===== src/include/decode_pkg.sv =====
// Shared constants and types for the instruction decode and sequencing subset
package decode_pkg;

  // Page selector codes for the second opcode byte
  localparam logic [1:0] PG_NONE = 2'h0; // Single-byte opcode page
  localparam logic [1:0] PG_17 = 2'h1; // First prefix page
  localparam logic [1:0] PG_27 = 2'h2; // Second prefix page
  localparam logic [1:0] PG_37 = 2'h3; // Third prefix page
  localparam logic [7:0] PFX_17 = 8'h17; // Prefix byte values
  localparam logic [7:0] PFX_27 = 8'h27;
  localparam logic [7:0] PFX_37 = 8'h37;

  // Cycle counts per instruction form
  localparam logic [3:0] CYC_SHORT = 4'h2; // Immediate 8-bit and inherent
  localparam logic [3:0] CYC_IMM16 = 4'h4; // Immediate 16-bit
  localparam logic [3:0] CYC_STORE_SHORT = 4'h4; // Short store forms
  localparam logic [3:0] CYC_MEM = 4'h6; // Memory operand forms
  localparam logic [3:0] CYC_ROT = 4'h8; // Memory word rotate
  localparam logic [3:0] CYC_STACK = 4'hC; // Stack return sequences

  // Steps of the stack return sequence
  localparam logic [3:0] STK_INC1 = 4'h1; // First pointer bump
  localparam logic [3:0] STK_RD1 = 4'h2; // First stack read strobe
  localparam logic [3:0] STK_PULL1 = 4'h3; // Flags or bank captured
  localparam logic [3:0] STK_INC2 = 4'h4; // Second pointer bump
  localparam logic [3:0] STK_RD2 = 4'h5; // Second stack read strobe
  localparam logic [3:0] STK_PULL2 = 4'h6; // Program counter captured
  localparam logic [3:0] STK_ADJ = 4'h7; // Program counter fix-up
  localparam logic [3:0] STEP_FIRST = 4'h1; // Step where results land
  localparam logic [15:0] SP_STEP = 16'h0002; // Pointer bump size
  localparam logic [15:0] EXC_PC_ADJ = 16'h0006; // Exception return fix-up
  localparam logic [15:0] SUB_PC_ADJ = 16'h0002; // Subroutine return fix-up

  // Condition code word field positions
  localparam int CC_S = 15; // Stop enable
  localparam int CC_MV = 14; // accumulator_overflow_flag
  localparam int CC_H = 13; // Half carry
  localparam int CC_EV = 12; // extension_overflow_flag
  localparam int CC_N = 11; // Negative
  localparam int CC_Z = 10; // Zero
  localparam int CC_V = 9; // Overflow
  localparam int CC_C = 8; // Carry
  localparam int PK_LSB = 0; // program_bank_field low bit
  localparam int PK_W = 4; // program_bank_field width

  typedef enum logic [1:0] {
    ST_IDLE = 2'b00, // Waiting for first opcode byte
    ST_PAGE = 2'b01, // Waiting for paged opcode byte
    ST_EXEC = 2'b11 // Counting execution cycles
  } state_t;

  typedef enum logic [3:0] {
    OP_NONE, OP_SUB_WITH_BORROW_ACC_A, OP_SUB_WITH_BORROW_ACC_B, OP_SUB_WITH_BORROW_ACC_D, OP_SUB_WITH_BORROW_ACC_E, OP_RTE, OP_RTS,
    OP_ROTW, OP_SDE, OP_SBAB, OP_STORE_ACC_A, OP_ADD_WITH_CARRY_ACC_E
  } op_t;

  typedef struct packed {
    logic ok; // Opcode recognised
    op_t op; // Operation
    logic [3:0] cyc; // Total cycles
  } dec_t;

  typedef struct packed {
    state_t st; // Sequencer state
    logic [1:0] page; // Selected opcode page
    op_t op; // Operation in progress
    logic [3:0] cyc; // Total cycles of it
    logic [3:0] step; // Execution step
    logic [7:0] a; // Accumulator A
    logic [7:0] b; // Accumulator B
    logic [15:0] e; // Accumulator E
    logic [15:0] condition_code_word; // condition_code_word
    logic [15:0] pc; // Program counter
    logic [15:0] sp; // Stack pointer
    logic [15:0] wdata; // Store data
    logic wr; // Store strobe
    logic wide; // Store is a word
    logic illegal; // Unknown opcode pulse
  } core_t;

  localparam core_t CORE_RST = core_t'('0); // Everything cleared, idle

endpackage


===== src/verilog/insn_decoder.sv =====
// Opcode decoder and execution sequencer for a subset of the core
module insn_decoder import decode_pkg::*; #(
  parameter int STEP_W = 4 // Step counter width
) (
  input wire logic SYS_CLK, // System clock
  input wire logic RST, // Synchronous reset
  input wire logic FETCH_VALID, // Opcode byte offered
  input wire logic [7:0] FETCH_BYTE, // Opcode byte
  output logic FETCH_READY, // Opcode byte taken when valid
  input wire logic [15:0] OPERAND, // Operand value, held while busy
  input wire logic [15:0] STACK_DATA, // Stack word, cycle after read
  output logic STACK_RD, // Stack read strobe
  output logic [15:0] STACK_ADDR, // Stack read address
  output logic MEM_WR, // Memory write strobe
  output logic MEM_WIDE, // Write is a word
  output logic [15:0] MEM_WDATA, // Write data
  output logic BUSY, // Executing
  output logic RETIRE, // Last cycle of instruction
  output logic ILLEGAL, // Unknown opcode seen
  output logic [15:0] REG_D, // Accumulators A:B
  output logic [15:0] REG_E, // Accumulator E
  output logic [15:0] REG_CCR, // condition_code_word
  output logic [15:0] REG_PC, // Program counter
  output logic [15:0] REG_SP // Stack pointer
);
  if (STEP_W != 4) begin : g_chk
    $error("STEP_W must be 4");
  end

  core_t r_r; // Registered state
  core_t r_nxt; // Next state
  dec_t dec; // Decode of offered byte
  logic take_w; // Final opcode byte taken
  logic is_pfx; // Offered byte is a prefix
  logic [1:0] pg_w; // Page of offered byte
  logic [15:0] alu_a; // ALU operands and results
  logic [15:0] alu_b;
  logic alu_cin;
  logic alu_sub;
  logic alu_wide;
  logic [15:0] alu_res;
  logic alu_n;
  logic alu_z;
  logic alu_v;
  logic alu_c;
  logic [15:0] rot; // Rotated word

  // Page decoded opcode table
  function automatic dec_t decode(input logic [1:0] pg, input logic [7:0] by);
    dec_t d;
    d = '{ok: 1'b1, op: OP_NONE, cyc: CYC_MEM};
    case ({pg, by})
      {PG_NONE, 8'h42}, {PG_NONE, 8'h52}, {PG_NONE, 8'h62},
      {PG_17, 8'h42}, {PG_17, 8'h52}, {PG_17, 8'h62}, {PG_17, 8'h72},
      {PG_27, 8'h42}, {PG_27, 8'h52}, {PG_27, 8'h62}: d.op = OP_SUB_WITH_BORROW_ACC_A;
      {PG_NONE, 8'h72}: begin
        d.op = OP_SUB_WITH_BORROW_ACC_A;
        d.cyc = CYC_SHORT;
      end
      {PG_NONE, 8'hC2}, {PG_NONE, 8'hD2}, {PG_NONE, 8'hE2},
      {PG_17, 8'hC2}, {PG_17, 8'hD2}, {PG_17, 8'hE2}, {PG_17, 8'hF2},
      {PG_27, 8'hC2}, {PG_27, 8'hD2}, {PG_27, 8'hE2}: d.op = OP_SUB_WITH_BORROW_ACC_B;
      {PG_NONE, 8'hF2}: begin
        d.op = OP_SUB_WITH_BORROW_ACC_B;
        d.cyc = CYC_SHORT;
      end
      {PG_NONE, 8'h82}, {PG_NONE, 8'h92}, {PG_NONE, 8'hA2},
      {PG_37, 8'hC2}, {PG_37, 8'hD2}, {PG_37, 8'hE2}, {PG_37, 8'hF2},
      {PG_27, 8'h82}, {PG_27, 8'h92}, {PG_27, 8'hA2}: d.op = OP_SUB_WITH_BORROW_ACC_D;
      {PG_37, 8'hB2}: begin
        d.op = OP_SUB_WITH_BORROW_ACC_D;
        d.cyc = CYC_IMM16;
      end
      {PG_37, 8'h42}, {PG_37, 8'h52}, {PG_37, 8'h62}, {PG_37, 8'h72}: d.op = OP_SUB_WITH_BORROW_ACC_E;
      {PG_37, 8'h32}: begin
        d.op = OP_SUB_WITH_BORROW_ACC_E;
        d.cyc = CYC_IMM16;
      end
      {PG_37, 8'h43}, {PG_37, 8'h53}, {PG_37, 8'h63}, {PG_37, 8'h73}: d.op = OP_ADD_WITH_CARRY_ACC_E;
      {PG_37, 8'h33}: begin
        d.op = OP_ADD_WITH_CARRY_ACC_E;
        d.cyc = CYC_IMM16;
      end
      {PG_27, 8'h77}: begin
        d.op = OP_RTE;
        d.cyc = CYC_STACK;
      end
      {PG_27, 8'hF7}: begin
        d.op = OP_RTS;
        d.cyc = CYC_STACK;
      end
      {PG_27, 8'h0E}, {PG_27, 8'h1E}, {PG_27, 8'h2E}, {PG_27, 8'h3E}: begin
        d.op = OP_ROTW;
        d.cyc = CYC_ROT;
      end
      {PG_27, 8'h79}: begin
        d.op = OP_SDE;
        d.cyc = CYC_SHORT;
      end
      {PG_37, 8'h0A}: begin
        d.op = OP_SBAB;
        d.cyc = CYC_SHORT;
      end
      {PG_17, 8'h4A}, {PG_17, 8'h5A}, {PG_17, 8'h6A}, {PG_17, 8'h7A}: d.op = OP_STORE_ACC_A;
      {PG_NONE, 8'h4A}, {PG_NONE, 8'h5A}, {PG_NONE, 8'h6A},
      {PG_27, 8'h4A}, {PG_27, 8'h5A}, {PG_27, 8'h6A}: begin
        d.op = OP_STORE_ACC_A;
        d.cyc = CYC_STORE_SHORT;
      end
      default: d.ok = 1'b0;
    endcase
    return d;
  endfunction

  // Prefix detection and decode of the offered byte
  always_comb begin
    is_pfx = (r_r.st == ST_IDLE) && (FETCH_BYTE == PFX_17 || FETCH_BYTE == PFX_27
      || FETCH_BYTE == PFX_37);
    pg_w = (r_r.st == ST_PAGE) ? r_r.page : PG_NONE;
    dec = decode(pg_w, FETCH_BYTE);
    take_w = FETCH_VALID && !is_pfx && (r_r.st == ST_IDLE || r_r.st == ST_PAGE);
  end

  // Operand steering into the adder
  always_comb begin
    alu_a = {8'h00, r_r.a};
    alu_b = OPERAND;
    alu_cin = r_r.condition_code_word[CC_C];
    alu_sub = 1'b1;
    alu_wide = 1'b0;
    case (r_r.op)
      OP_SUB_WITH_BORROW_ACC_B: alu_a = {8'h00, r_r.b};
      OP_SUB_WITH_BORROW_ACC_D: begin
        alu_a = {r_r.a, r_r.b};
        alu_wide = 1'b1;
      end
      OP_SUB_WITH_BORROW_ACC_E, OP_ADD_WITH_CARRY_ACC_E: begin
        alu_a = r_r.e;
        alu_wide = 1'b1;
        alu_sub = (r_r.op == OP_SUB_WITH_BORROW_ACC_E);
      end
      OP_SDE: begin
        alu_a = r_r.e;
        alu_b = {r_r.a, r_r.b};
        alu_cin = 1'b0;
        alu_wide = 1'b1;
      end
      OP_SBAB: begin
        alu_b = {8'h00, r_r.b};
        alu_cin = 1'b0;
      end
      default: alu_cin = r_r.condition_code_word[CC_C];
    endcase
  end

  addsub_unit u_alu (
    .a(alu_a),
    .b(alu_b),
    .cin(alu_cin),
    .sub(alu_sub),
    .wide(alu_wide),
    .res(alu_res),
    .n(alu_n),
    .z(alu_z),
    .v(alu_v),
    .c(alu_c)
  );

  assign rot = {r_r.condition_code_word[CC_C], OPERAND[15:1]}; // Carry enters at the top

  // Sequencer and execution
  always_comb begin
    r_nxt = r_r;
    r_nxt.wr = 1'b0;
    r_nxt.illegal = 1'b0;
    case (r_r.st)
      ST_IDLE, ST_PAGE: begin
        if (FETCH_VALID && is_pfx) begin
          r_nxt.st = ST_PAGE;
          r_nxt.page = FETCH_BYTE == PFX_17 ? PG_17 : (FETCH_BYTE == PFX_27 ? PG_27 : PG_37);
        end else if (take_w && dec.ok) begin
          r_nxt.st = ST_EXEC;
          r_nxt.op = dec.op;
          r_nxt.cyc = dec.cyc;
          r_nxt.step = STEP_FIRST;
        end else if (take_w) begin
          r_nxt.st = ST_IDLE; // Unknown opcode dropped
          r_nxt.page = PG_NONE;
          r_nxt.illegal = 1'b1;
        end
      end
      ST_EXEC: begin
        if (r_r.step == STEP_FIRST) begin
          case (r_r.op)
            OP_SUB_WITH_BORROW_ACC_A, OP_SBAB: r_nxt.a = alu_res[7:0];
            OP_SUB_WITH_BORROW_ACC_B: r_nxt.b = alu_res[7:0];
            OP_SUB_WITH_BORROW_ACC_D: {r_nxt.a, r_nxt.b} = alu_res;
            OP_SUB_WITH_BORROW_ACC_E, OP_SDE, OP_ADD_WITH_CARRY_ACC_E: r_nxt.e = alu_res;
            OP_STORE_ACC_A: begin
              r_nxt.wr = 1'b1;
              r_nxt.wide = 1'b0;
              r_nxt.wdata = {8'h00, r_r.a};
              r_nxt.condition_code_word[CC_N] = r_r.a[7];
              r_nxt.condition_code_word[CC_Z] = (r_r.a == 8'h00);
              r_nxt.condition_code_word[CC_V] = 1'b0;
            end
            OP_ROTW: begin
              r_nxt.wr = 1'b1;
              r_nxt.wide = 1'b1;
              r_nxt.wdata = rot;
              r_nxt.condition_code_word[CC_N] = r_r.condition_code_word[CC_C];
              r_nxt.condition_code_word[CC_Z] = (rot == 16'h0000);
              r_nxt.condition_code_word[CC_C] = OPERAND[0];
              r_nxt.condition_code_word[CC_V] = r_r.condition_code_word[CC_C] ^ OPERAND[0];
            end
            default: r_nxt.wr = 1'b0;
          endcase
          // Arithmetic flags only, upper flags left alone
          if (r_r.op inside {OP_SUB_WITH_BORROW_ACC_A, OP_SUB_WITH_BORROW_ACC_B, OP_SUB_WITH_BORROW_ACC_D, OP_SUB_WITH_BORROW_ACC_E, OP_SDE, OP_SBAB,
                             OP_ADD_WITH_CARRY_ACC_E}) begin
            r_nxt.condition_code_word[CC_N] = alu_n;
            r_nxt.condition_code_word[CC_Z] = alu_z;
            r_nxt.condition_code_word[CC_V] = alu_v;
            r_nxt.condition_code_word[CC_C] = alu_c;
          end
        end
        // Stack return sequence
        if (r_r.op == OP_RTE || r_r.op == OP_RTS) begin
          case (r_r.step)
            STK_INC1, STK_INC2: r_nxt.sp = r_r.sp + SP_STEP;
            STK_PULL1: begin
              if (r_r.op == OP_RTE) begin
                r_nxt.condition_code_word = STACK_DATA;
              end else begin
                r_nxt.condition_code_word[PK_LSB +: PK_W] = STACK_DATA[PK_LSB +: PK_W];
              end
            end
            STK_PULL2: r_nxt.pc = STACK_DATA;
            STK_ADJ: r_nxt.pc = r_r.pc - (r_r.op == OP_RTE ? EXC_PC_ADJ : SUB_PC_ADJ);
            default: r_nxt.pc = r_r.pc;
          endcase
        end
        if (RETIRE) begin
          r_nxt.st = ST_IDLE;
          r_nxt.page = PG_NONE;
          r_nxt.op = OP_NONE;
        end else begin
          r_nxt.step = r_r.step + 4'h1;
        end
      end
      default: r_nxt = CORE_RST;
    endcase
  end

  // State register
  always_ff @(posedge SYS_CLK) begin
    if (RST) begin
      r_r <= CORE_RST;
    end else begin
      r_r <= r_nxt;
    end
  end

  // Port drive
  assign FETCH_READY = (r_r.st == ST_IDLE) || (r_r.st == ST_PAGE);
  assign BUSY = (r_r.st == ST_EXEC);
  assign RETIRE = BUSY && (r_r.step == r_r.cyc - 4'h1);
  assign STACK_RD = BUSY && (r_r.op == OP_RTE || r_r.op == OP_RTS)
    && (r_r.step == STK_RD1 || r_r.step == STK_RD2);
  assign STACK_ADDR = r_r.sp;
  assign MEM_WR = r_r.wr;
  assign MEM_WIDE = r_r.wide;
  assign MEM_WDATA = r_r.wdata;
  assign ILLEGAL = r_r.illegal;
  assign REG_D = {r_r.a, r_r.b};
  assign REG_E = r_r.e;
  assign REG_CCR = r_r.condition_code_word;
  assign REG_PC = r_r.pc;
  assign REG_SP = r_r.sp;

  // Checks on the sequencer
  logic in_pg0;
  logic in_pg27;
  logic in_pg37;
  assign in_pg0 = take_w && r_r.st == ST_IDLE;
  assign in_pg27 = take_w && r_r.st == ST_PAGE && r_r.page == PG_27;
  assign in_pg37 = take_w && r_r.st == ST_PAGE && r_r.page == PG_37;

  property p_sub_with_borrow_acc_a_cyc;
    @(posedge SYS_CLK) disable iff (RST)
    (in_pg0 && FETCH_BYTE == 8'h42) |=> !RETIRE [*4] ##1 RETIRE;
  endproperty
  a_sub_with_borrow_acc_a_cyc: assert property (p_sub_with_borrow_acc_a_cyc) else $error("sub_with_borrow_acc_a length wrong");

  property p_sub_with_borrow_acc_b_imm;
    @(posedge SYS_CLK) disable iff (RST)
    (in_pg0 && FETCH_BYTE == 8'hF2) |=> RETIRE ##1 FETCH_READY;
  endproperty
  a_sub_with_borrow_acc_b_imm: assert property (p_sub_with_borrow_acc_b_imm) else $error("sub_with_borrow_acc_b imm length wrong");

  property p_sub_with_borrow_acc_d_imm;
    @(posedge SYS_CLK) disable iff (RST)
    (in_pg37 && FETCH_BYTE == 8'hB2) |=> !RETIRE [*2] ##1 RETIRE;
  endproperty
  a_sub_with_borrow_acc_d_imm: assert property (p_sub_with_borrow_acc_d_imm) else $error("sub_with_borrow_acc_d imm length wrong");

  property p_sub_with_borrow_acc_e_imm;
    @(posedge SYS_CLK) disable iff (RST)
    (in_pg37 && FETCH_BYTE == 8'h32) |-> ##3 RETIRE;
  endproperty
  a_sub_with_borrow_acc_e_imm: assert property (p_sub_with_borrow_acc_e_imm) else $error("sub_with_borrow_acc_e imm length wrong");

  property p_sbc_keep;
    @(posedge SYS_CLK) disable iff (RST)
    (BUSY && r_r.op inside {OP_SUB_WITH_BORROW_ACC_A, OP_SUB_WITH_BORROW_ACC_B, OP_SUB_WITH_BORROW_ACC_D, OP_SUB_WITH_BORROW_ACC_E})
      |=> REG_CCR[15:12] == $past(REG_CCR[15:12]);
  endproperty
  a_sbc_keep: assert property (p_sbc_keep) else $error("upper flags changed");

  property p_rte_seq;
    @(posedge SYS_CLK) disable iff (RST)
    (in_pg27 && FETCH_BYTE == 8'h77) |-> ##2 STACK_RD ##3 STACK_RD ##6 RETIRE;
  endproperty
  a_rte_seq: assert property (p_rte_seq) else $error("exception return timing");

  property p_rts_flags;
    @(posedge SYS_CLK) disable iff (RST)
    (in_pg27 && FETCH_BYTE == 8'hF7) |-> ##12 REG_CCR[15:4] == $past(REG_CCR[15:4], 12);
  endproperty
  a_rts_flags: assert property (p_rts_flags) else $error("subroutine return flags");

  property p_rot_cyc;
    @(posedge SYS_CLK) disable iff (RST)
    (in_pg27 && FETCH_BYTE == 8'h1E) |-> ##2 MEM_WR ##5 RETIRE;
  endproperty
  a_rot_cyc: assert property (p_rot_cyc) else $error("rotate timing");

  property p_sde_val;
    @(posedge SYS_CLK) disable iff (RST)
    (in_pg27 && FETCH_BYTE == 8'h79)
      |-> ##2 REG_E == 16'($past(REG_E, 2) - $past(REG_D, 2));
  endproperty
  a_sde_val: assert property (p_sde_val) else $error("E minus D wrong");

  property p_sba_val;
    @(posedge SYS_CLK) disable iff (RST)
    (in_pg37 && FETCH_BYTE == 8'h0A)
      |-> ##2 REG_D[15:8] == 8'($past(REG_D[15:8], 2) - $past(REG_D[7:0], 2));
  endproperty
  a_sba_val: assert property (p_sba_val) else $error("A minus B wrong");

  property p_sta_wr;
    @(posedge SYS_CLK) disable iff (RST)
    (in_pg0 && FETCH_BYTE == 8'h4A) |-> ##2 MEM_WR && !REG_CCR[CC_V]
      && MEM_WDATA[7:0] == $past(REG_D[15:8], 2) ##1 RETIRE;
  endproperty
  a_sta_wr: assert property (p_sta_wr) else $error("store timing or data");

  property p_add_with_carry_acc_e_imm;
    @(posedge SYS_CLK) disable iff (RST)
    (in_pg37 && FETCH_BYTE == 8'h33) |-> ##3 RETIRE;
  endproperty
  a_add_with_carry_acc_e_imm: assert property (p_add_with_carry_acc_e_imm) else $error("add_with_carry_acc_e imm length wrong");

  property p_prefix;
    @(posedge SYS_CLK) disable iff (RST)
    (FETCH_READY && r_r.st == ST_IDLE && FETCH_VALID && FETCH_BYTE == PFX_27)
      |=> r_r.st == ST_PAGE && r_r.page == PG_27 && !BUSY;
  endproperty
  a_prefix: assert property (p_prefix) else $error("prefix not paged");

  c_rte: cover property (@(posedge SYS_CLK) RETIRE && r_r.op == OP_RTE);
  c_store: cover property (@(posedge SYS_CLK) MEM_WR && !MEM_WIDE);
  c_illegal: cover property (@(posedge SYS_CLK) ILLEGAL);
endmodule


===== src/verilog/addsub_unit.sv =====
// Add or subtract with carry, byte or word, with flag outputs
module addsub_unit (
  input wire logic [15:0] a, // Left operand
  input wire logic [15:0] b, // Right operand
  input wire logic cin, // Carry or borrow in
  input wire logic sub, // High to subtract
  input wire logic wide, // High for 16-bit
  output logic [15:0] res, // Result
  output logic n, // Negative
  output logic z, // Zero
  output logic v, // Overflow
  output logic c // Carry or borrow out
);
  logic [16:0] full; // Sum with carry bit
  logic [15:0] an; // Masked operands
  logic [15:0] bn;
  logic msb_a; // Sign bits
  logic msb_b;
  logic msb_r;

  // Byte mode ignores the upper bytes
  always_comb begin
    an = wide ? a : {8'h00, a[7:0]};
    bn = wide ? b : {8'h00, b[7:0]};
    if (sub) begin
      full = {1'b0, an} - {1'b0, bn} - {16'h0000, cin};
    end else begin
      full = {1'b0, an} + {1'b0, bn} + {16'h0000, cin};
    end
    res = wide ? full[15:0] : {8'h00, full[7:0]};
    msb_a = wide ? an[15] : an[7];
    msb_b = wide ? bn[15] : bn[7];
    msb_r = wide ? full[15] : full[7];
    n = msb_r;
    z = wide ? (full[15:0] == 16'h0000) : (full[7:0] == 8'h00);
    c = wide ? full[16] : full[8];
    // Overflow when the sign flips against the operands
    if (sub) begin
      v = (msb_a ^ msb_b) & (msb_a ^ msb_r);
    end else begin
      v = ~(msb_a ^ msb_b) & (msb_a ^ msb_r);
    end
  end
endmodule


===== config.mk =====
export PLATFORM = sky130hd
export DESIGN_NAME = insn_decoder
export DESIGN_NICKNAME = d
export VERILOG_FILES = /design/src/include/decode_pkg.sv /design/src/verilog/insn_decoder.sv /design/src/verilog/addsub_unit.sv
export SDC_FILE = /design/constraint.sdc
export NUM_CORES = 1
export LEC_CHECK = 0
export BUFFER_PORTS_ARGS = -buffer_cell sky130_fd_sc_hd__buf_2
export CORE_MARGIN = 2
export CORE_UTILIZATION = 25
export DETAILED_ROUTE_END_ITERATION = 8
export HOLD_SLACK_MARGIN = 0.06
export PLACE_DENSITY_LB_ADDON = 0.05
export SYNTH_ARGS = -nofsm -noshare
export SYNTH_HDL_FRONTEND = slang
export SYNTH_HIERARCHICAL = 1
export SYNTH_SLANG_ARGS = --single-unit

===== constraint.sdc =====
create_clock -name SYS_CLK -period 4.93 [get_ports SYS_CLK]
set_input_delay 0.2465 -clock SYS_CLK [delete_from_list [all_inputs] [get_ports SYS_CLK]]
set_output_delay 0.2465 -clock SYS_CLK [all_outputs]
set_load 0.02 [all_outputs]

Yosys cells after proc, flatten, opt, wreduce, memory -nomap -nowiden
Index checks and enable logic that the tools add are counted.

operators by class
  shift-type cells = 0
  bitwise gates (word level) = 8
  add/subtract/negate cells = 8
  equal/unequal tests = 102
  muxes and demuxes = 52
  div/mod/pow operators = 0
  order comparisons = 0
  multipliers = 0
  reduce and logical (&&, ||, !) cells = 54

operators with widths
  operator                                                          number
  10-bit == test, second input constant                             35
  98-bit one-hot mux with 2 select lines                            1
  10-bit by 9-bit == test with 1-bit output, second input constant  12
  16-bit two-way mux                                                6
  16-bit one-hot mux with 2 select lines                            3
  10-bit by 7-bit == test with 1-bit output, second input constant  7
  10-bit by 8-bit == test with 1-bit output, second input constant  7
  61-bit OR reduction                                               1
  48-bit two-way mux                                                1
  16-bit one-hot mux with 3 select lines                            1
  4-bit one-hot mux with 11 select lines                            1
  12-bit two-way mux                                                3
  3-bit AND reduction                                               11
  11-bit OR reduction                                               3
  4-bit by 3-bit == test with 1-bit output, second input constant   8
  16-bit logical NOT                                                2
  32-bit two-way mux                                                1
  8-bit one-hot mux with 2 select lines                             2
  4-bit two-way mux                                                 5
  18-bit two-way mux                                                1
  16-bit by 16-bit adder with 17-bit output                         1
  17-bit by 1-bit adder with 17-bit output                          1
  17-bit two-way mux                                                1
  16-bit by 16-bit subtractor with 17-bit output                    1
  43 further kinds                                                  109

word-level totals
  logic and storage cells = 241
  output and inout port bits = 119
  memory bits (read-only) = 0
  memories kept = 0
  bits in latches = 0
  input bits = 43
  register bits = 115
  RAM bits = 0

Depth between registers and ports, before layout
  depth in word-level cells = 17
  mapped depth = 24

Cells and area by module
Netlist, hierarchy kept.

by module, submodules not included
  module        cells each  instances  area each (µm²)  seq. area each (µm²)
  insn_decoder  928         1          7244.4           2262.2
  addsub_unit   358         1          2457.4           0.0

Least setup slack after synthesis
Ideal clock, no wire load.

  path type = reg-to-reg
  start point = register r_r[108] (netlist bit)
  end point = register r_r, in the netlist REG_CCR[10]
  required time = 4.844 ns
  clock period less this slack = 4.789 ns
  slack = 0.141 ns
  stages on the path, launching flop included = 21
  data arrival time = 4.703 ns
  setup time = 0.086 ns
  path through = dfxtp_1 > clkbuf_1 > inv_1 > nand3_1 > clkbuf_1 > mux2_2 > ha_1 > inv_1 > ha_1 > buf_2 > o211a_1 > a2111oi_2 > nor3_1 > or4b_1 > nand3_1 > a32oi_1 > a21oi_1 > nand4bb_1 > a2111oi_2 > o2111ai_1 > a211oi_1

between the ends
  elaborated cells on any way between the ends = 39
  those cells by class = add/sub (4); eq/ne (11); mux (16); reduce/logical (8)

RTL lines
  element                                                                                                             line                                  source
  start: declaration                                                                                                  insn_decoder.sv:30                    core_t r_r;
  start signal: assignment                                                                                            insn_decoder.sv:260                   r_r <= r_nxt;
  4-bit == test                                                                                                       insn_decoder.sv:131                   case (r_r.op)
  16-bit one-hot mux with 2 select lines (*)                                                                          insn_decoder.sv:131
  via alu_b[3]                                                                                                        insn_decoder.sv:37                    logic [15:0] alu_b;
  16-bit two-way mux (*)                                                                                              addsub_unit.sv:24                     bn = wide ? b : {8'h00, b[7:0]};
  16-bit by 16-bit adder with 17-bit output / 16-bit by 16-bit subtractor with 17-bit output (equally long branches)  addsub_unit.sv:28, addsub_unit.sv:26
  17-bit by 1-bit adder with 17-bit output / 17-bit by 1-bit subtractor with 17-bit output (equally long branches)    addsub_unit.sv:28, addsub_unit.sv:26
  17-bit two-way mux (*)                                                                                              addsub_unit.sv:25                     if (sub) begin
  16-bit logical NOT / 8-bit logical NOT (equally long branches)                                                      addsub_unit.sv:35                     z = wide ? (full[15:0] == 16'h0000) : (full[7:0] == 8'h00);
  1-bit two-way mux (*)                                                                                               addsub_unit.sv:35
  via alu_z                                                                                                           insn_decoder.sv:43                    logic alu_z;
  4-bit two-way mux (*)                                                                                               insn_decoder.sv:219                   if (r_r.op inside {OP_SUB_WITH_BORROW_ACC_A, OP_SUB_WITH_BORROW_ACC_B, OP_SUB_WITH_BORROW_ACC_D, OP_SUB_WITH_B ...
  4-bit two-way mux (*)                                                                                               insn_decoder.sv:193                   if (r_r.step == STEP_FIRST) begin
  12-bit two-way mux                                                                                                  insn_decoder.sv:232                   if (r_r.op == OP_RTE) begin
  16-bit two-way mux                                                                                                  insn_decoder.sv:229                   case (r_r.step)
  48-bit two-way mux (*)                                                                                              insn_decoder.sv:228                   if (r_r.op == OP_RTE || r_r.op == OP_RTS) begin
  98-bit one-hot mux with 2 select lines (*)                                                                          insn_decoder.sv:176                   case (r_r.st)

The timed path passes the listed nets; every way through them passes the cells marked *. The select of a mux whose other input is x is not followed.
A chain may end at the register's enable or synchronous reset.

Final worst setup path
  start point = register r_r[110] (netlist bit)
  end point = register r_r, in the netlist REG_CCR[10]

between the ends
  elaborated cells on any way between the ends = 39
  those cells by class = add/sub (4); eq/ne (11); mux (16); reduce/logical (8)

RTL lines
  element                                                                           line                                      source
  4-bit by 3-bit == test with 1-bit output / 4-bit == test (equally long branches)  insn_decoder.sv:131, insn_decoder.sv:140
  2-bit OR reduction                                                                n/a
  1-bit two-way mux (*)                                                             insn_decoder.sv:131
  via alu_sub                                                                       insn_decoder.sv:39                        logic alu_sub;
  17-bit two-way mux (*)                                                            addsub_unit.sv:25
  16-bit logical NOT / 8-bit logical NOT (equally long branches)                    addsub_unit.sv:35
  1-bit two-way mux (*)                                                             addsub_unit.sv:35
  via alu_z                                                                         insn_decoder.sv:43
  4-bit two-way mux (*)                                                             insn_decoder.sv:219
  4-bit two-way mux (*)                                                             insn_decoder.sv:193
  12-bit two-way mux                                                                insn_decoder.sv:232
  16-bit two-way mux                                                                insn_decoder.sv:229
  48-bit two-way mux (*)                                                            insn_decoder.sv:228
  98-bit one-hot mux with 2 select lines (*)                                        insn_decoder.sv:176

Marked as above.

==> out/results.env <==
SLEW_VIOLATIONS=0
SYNTH_TOP_FAMILY_BY_AREA='simple AND/OR/NAND/NOR gates'
FIRST_PASS_ITERS=5
WORST-ENDPOINT-ARRIVAL_NS=5.04
REMAINING_DRC_ERRORS=0
SLEW_HEADROOM_PCT=20.3
SYNTH_TOP_CELL_AREA_SHARE_PCT=23.3
FIN_TNS_SETUP_NS=0
MAX_FREQ_GHz=0.212
SYNTHADDERAREAFRAC_PCT=7.74
ROUTED_WIRELENGTH_UM=37000
CLOCK_SKEW_AFTER_LAYOUT_NS=0.0112
CLOCKBUFFERDEPTH=2
CRITPATHKIND='register to register'
CP_CAPTURE_TYPE='register'
MAX_CAP_VIOLATIONS=0
DRT.ANTENNA.VIOLATING_NETS=0
ANTENNA_VIOLATIONS_BEFORE_REPAIR=1
TIMING_HOLD_VIOLATIONS_FINAL=0
NUMBER_OF_SINKS_DRIVEN_BY_THE_CLOCK_TREE=113
HPWL_UM=28600
WORST_SLEW_PIN_SLEW_NS=1.19
REG2REGPATHDEPTH=20
DETAILEDROUTE.FIRSTITERATIONVIOLATIONS=421
GRT_START_MAX_NET_PINS=82
CHIPWIDTH_UM=201
HOLD_PATH_CLASS='primary input to register'
LAYOUT.NETS=1458
DETAILROUTE.VIA_COUNT=9269
SYNTH-SEQ-CELLS=113
SYNTHESIS.AREA_PER_INSTANCE_SQ_UM=7.54
CLK_PIN_SLEW_WORST_SETUP_HOLD_PATHS_NS=0.06
ASYNCSETRESETFLOPFRACSYNTH_PCT=0
INITIAL_CORE_UTIL_PCT=25.2
AVG_WL_PER_CELL_UM=19.6
POST_SYNTHESIS_INSTANCE_TOTAL=1286
FINAL_CELLS=1889
DIODES=0
CTS_ROOT_BUF='sky130_fd_sc_hd__clkbuf_16'
SYNTHXORXNORAREAFRAC_PCT=4.02
IR_DROP_mV=0.134
SYN-CELL-AREA_SQ_UM=9700
GRT_PASS1_WL_UM=56700
NUM_ROWS=72
MIN_CLOCK_PERIOD_POST_ROUTE_NS=4.72
LEADING_REGISTER_CELL_TYPE_OUT_OF_SYNTHESIS='sky130_fd_sc_hd__dfxtp_1'
YOSYS-MUX-AREA-FRACTION_PCT=4.18
LARGEST_CELLS_BY_AREA_AFTER_SYNTHESIS='sky130_fd_sc_hd__dfxtp_1, sky130_fd_sc_hd__buf_4, sky130_fd_sc_hd__ha_1'
DPL.CELL_COUNT=1855
TRITONCTS='built'
POST_ROUTE_CELLS_DRIVE_ABOVE_1_SHARE_PCT=22.7
P_PER_AREA_nW_PER_UM2=226
VIA_COUNT_OF_THE_FIRST_GLOBAL_ROUTING_PASS=9256
WORSTREG2REGSTART='r_r[110]'
WORST_SETUP_PATH_START_KIND='register'
PLACED_CELL_AREA_SQ_UM=10600
SYNTH_COMPOUND_GATE_AREA_SHARE_PCT=22.7
RESULT_OF_THE_RUN='finished clean'
ROUTABILITY_CONGESTION_ESTIMATE_FROM_GLOBAL_PLACEMENT=0.818
HOLD-PATH-CELL-COUNT=3
CORE_AREA_SQ_UM=38500
POST_DRT_VIA_CELL_RATIO=4.91
SYNTH.LARGEST_AREA_CELL='sky130_fd_sc_hd__dfxtp_1'
FINAL_MIN_PERIOD_OVER_CLOCK_PERIOD_PCT=95.7
TRITONCTS.NUM_BUFFERS=17
INSERTION_DELAY_NS=0.42
DESIGN.DIE.AREA_SQ_UM=40400
PORT_BUFFERS=159
NETLIST_CELL_TYPES=94
FINAL_DESIGN_AREA_NO_FILL_SQ_UM=11300
YOSYS_WARNINGS=6
SYNTH-EDFF-COUNT=0
BOUNDARYPINS=162
CP_MAX_FO=5
GR-TOTAL-OVERFLOW=0
SYNTH_SEQUENTIAL_AREA_RATIO_PCT=23.3
SYNTH_SIMPLE_GATE_AREA_SHARE_PCT=24.0
AREAGROWTHSYNTHTOFINISH_PCT=16.8
TOTAL_ROUTING_RESOURCE_UTILIZATION_AFTER_GLOBAL_ROUTING_PCT=18.1
POWER.LEAKAGE_nW=4.76
MIN_FROM='STACK_DATA[12]'
WORST-ENDPOINT-REQUIRED_NS=5.26
CTSHTREEMAXLEVEL=4
CRIT_START='r_r[110]'
SETUP-VIOLATIONS-FINAL=0
FINAL_CORE_UTILIZATION_PCT=29.4
DIEHEIGHT_UM=201
==> path summary, 6_finish.rpt <==
check / slack, ns / end
max: 0.21 / REG_CCR[10]
max reg2reg: 0.21 / REG_CCR[10]
min reg2reg: 0.45 / MEM_WDATA[1]
min: 0.10 / REG_CCR[12]
==> Yosys cell counts (all sizes together) (4+ instances only) <==
cell and instances:
a21o 11, nor4 12, mux2 12, xnor2 21, o41ai 6, or4 5, a211oi 8, nand2b 14
nand4 11, xor2 21, or2 5, dfxtp 113, a2111oi 4, nand3 54, or3 25, and4b 4
ha 52, o211ai 13, inv 70, a311oi 7, nor2b 10, a31oi 12, a21oi 108, nor2 95
o311ai 4, a22o 19, nor3 28, buf 133, and3 8, nand2 141, a22oi 35, mux2i 27
nand3b 5, o21ai 50, and2 28, o31ai 6, fa 5, nor3b 7, clkbuf 39
==> per-stage QoR <==
stage,total power [W],hold WS (ns),worst slack [ns]
detailed placement,0.00122,0.444,0.0417
finish,0.00256,0.103,0.213
floorplan,0.00109,0.407,0.141
global route,0.00265,0.117,-0.00641
global placement,0.00122,0.438,0.143
CTS,0.00259,0.0817,0.00416
==> routing by layer <==
layer | vias up | global-route usage (%) | share of wire [%]
met5 | - | 0 | 0.030
met4 | 2 | 4.37 | 1.5
met3 | 32 | 2.45 | 2.9
met2 | 172 | 32.3 | 50
met1 | 4431 | 22.8 | 45
li1 | 4632 | - | -
==> state kept, by name, summed over array words and instances (netlist names) <==
name	count
REG_SP	15
REG_PC	16
MEM_WDATA	16
r_r	15
REG_D	16
MEM_WIDE	1
ILLEGAL	1
REG_E	16
REG_CCR	16
MEM_WR	1
==> critical path, cell delays in order, from the launching register on <==
cell,delay (ns)
sky130_fd_sc_hd__dfxtp_2,0.39
sky130_fd_sc_hd__nand2b_1,0.09
sky130_fd_sc_hd__or2_2,0.32
sky130_fd_sc_hd__nand2_2,0.11
sky130_fd_sc_hd__a22oi_1,0.10
sky130_fd_sc_hd__nand2_1,0.07
sky130_fd_sc_hd__inv_1,0.08
sky130_fd_sc_hd__fa_2,0.60
sky130_fd_sc_hd__inv_1,0.05
sky130_fd_sc_hd__ha_1,0.20
sky130_fd_sc_hd__o211a_1,0.28
sky130_fd_sc_hd__a2111oi_4,0.33
sky130_fd_sc_hd__nor3_1,0.10
sky130_fd_sc_hd__or4b_1,0.52
sky130_fd_sc_hd__nand3_1,0.14
sky130_fd_sc_hd__a32oi_1,0.11
sky130_fd_sc_hd__a21oi_1,0.17
sky130_fd_sc_hd__nand4bb_1,0.16
sky130_fd_sc_hd__a2111oi_4,0.37
sky130_fd_sc_hd__o2111ai_1,0.20
sky130_fd_sc_hd__a211oi_2,0.24
==> power by group <==
part,switching [W],internal [W]
clock network,0.000480,0.000873
logic,0.000179,0.000107
registers,0.00000202,0.000915
total,0.000661,0.00189
==> layout by cell type, fill, tap and decap left out, drive strengths merged, types with 7 or more instances in the layout <==
cell    Yosys  final
nand4      11     11
mux2i      27     27
a21oi     108    108
xnor2      21     21
clkbuf     39     19
dfxtp     113    113
xor2       21     21
a22oi      35     35
buf       133    224
o211ai     13     13
nor4       12     12
nor2       95     95
inv        70     71
nand2     141    141
nand2b     14     14
ha         52     52
mux2       12     12
and2       28     28
a311oi      7      7
and3        8      8
nor3       28     28
a21o       11     11
nand3      54     54
a31oi      12     12
o21ai      50     50
nor2b      10     10
or3        25     25
a211oi      8      8
nor3b       7      7
a22o       19     19
==> layout make-up <==
class,count,area [sq um]
sequential,113,2260
inverter,71,267
tap,518,648
clock inverter,13,184
timing repair buffer,224,1330
fill,4294,27100
multi-input combinational,931,6180
clock buffer,19,453
==> logic make-up (layout without fill, tap and decap cells) <==
group / count (synthesis) / in the layout
XOR/XNOR: 43 / 43
AND/OR/NAND/NOR: 466 / 466
flip-flops: 113 / 113
buffers and inverters: 243 / 327
multiplexers: 39 / 39
AO/OA/AOI/OAI: 324 / 324
adder cells (fa/ha/maj): 57 / 57
other: 1 / 2
==> timing repair <==
action	4_1_cts	5_1_grt
gates resized for setup	0	23
setup buffers	0	2
endpoints found under the setup margin	0	5
hold buffers	0	0
No activity file was read; power rests on OpenSTA's default activity.
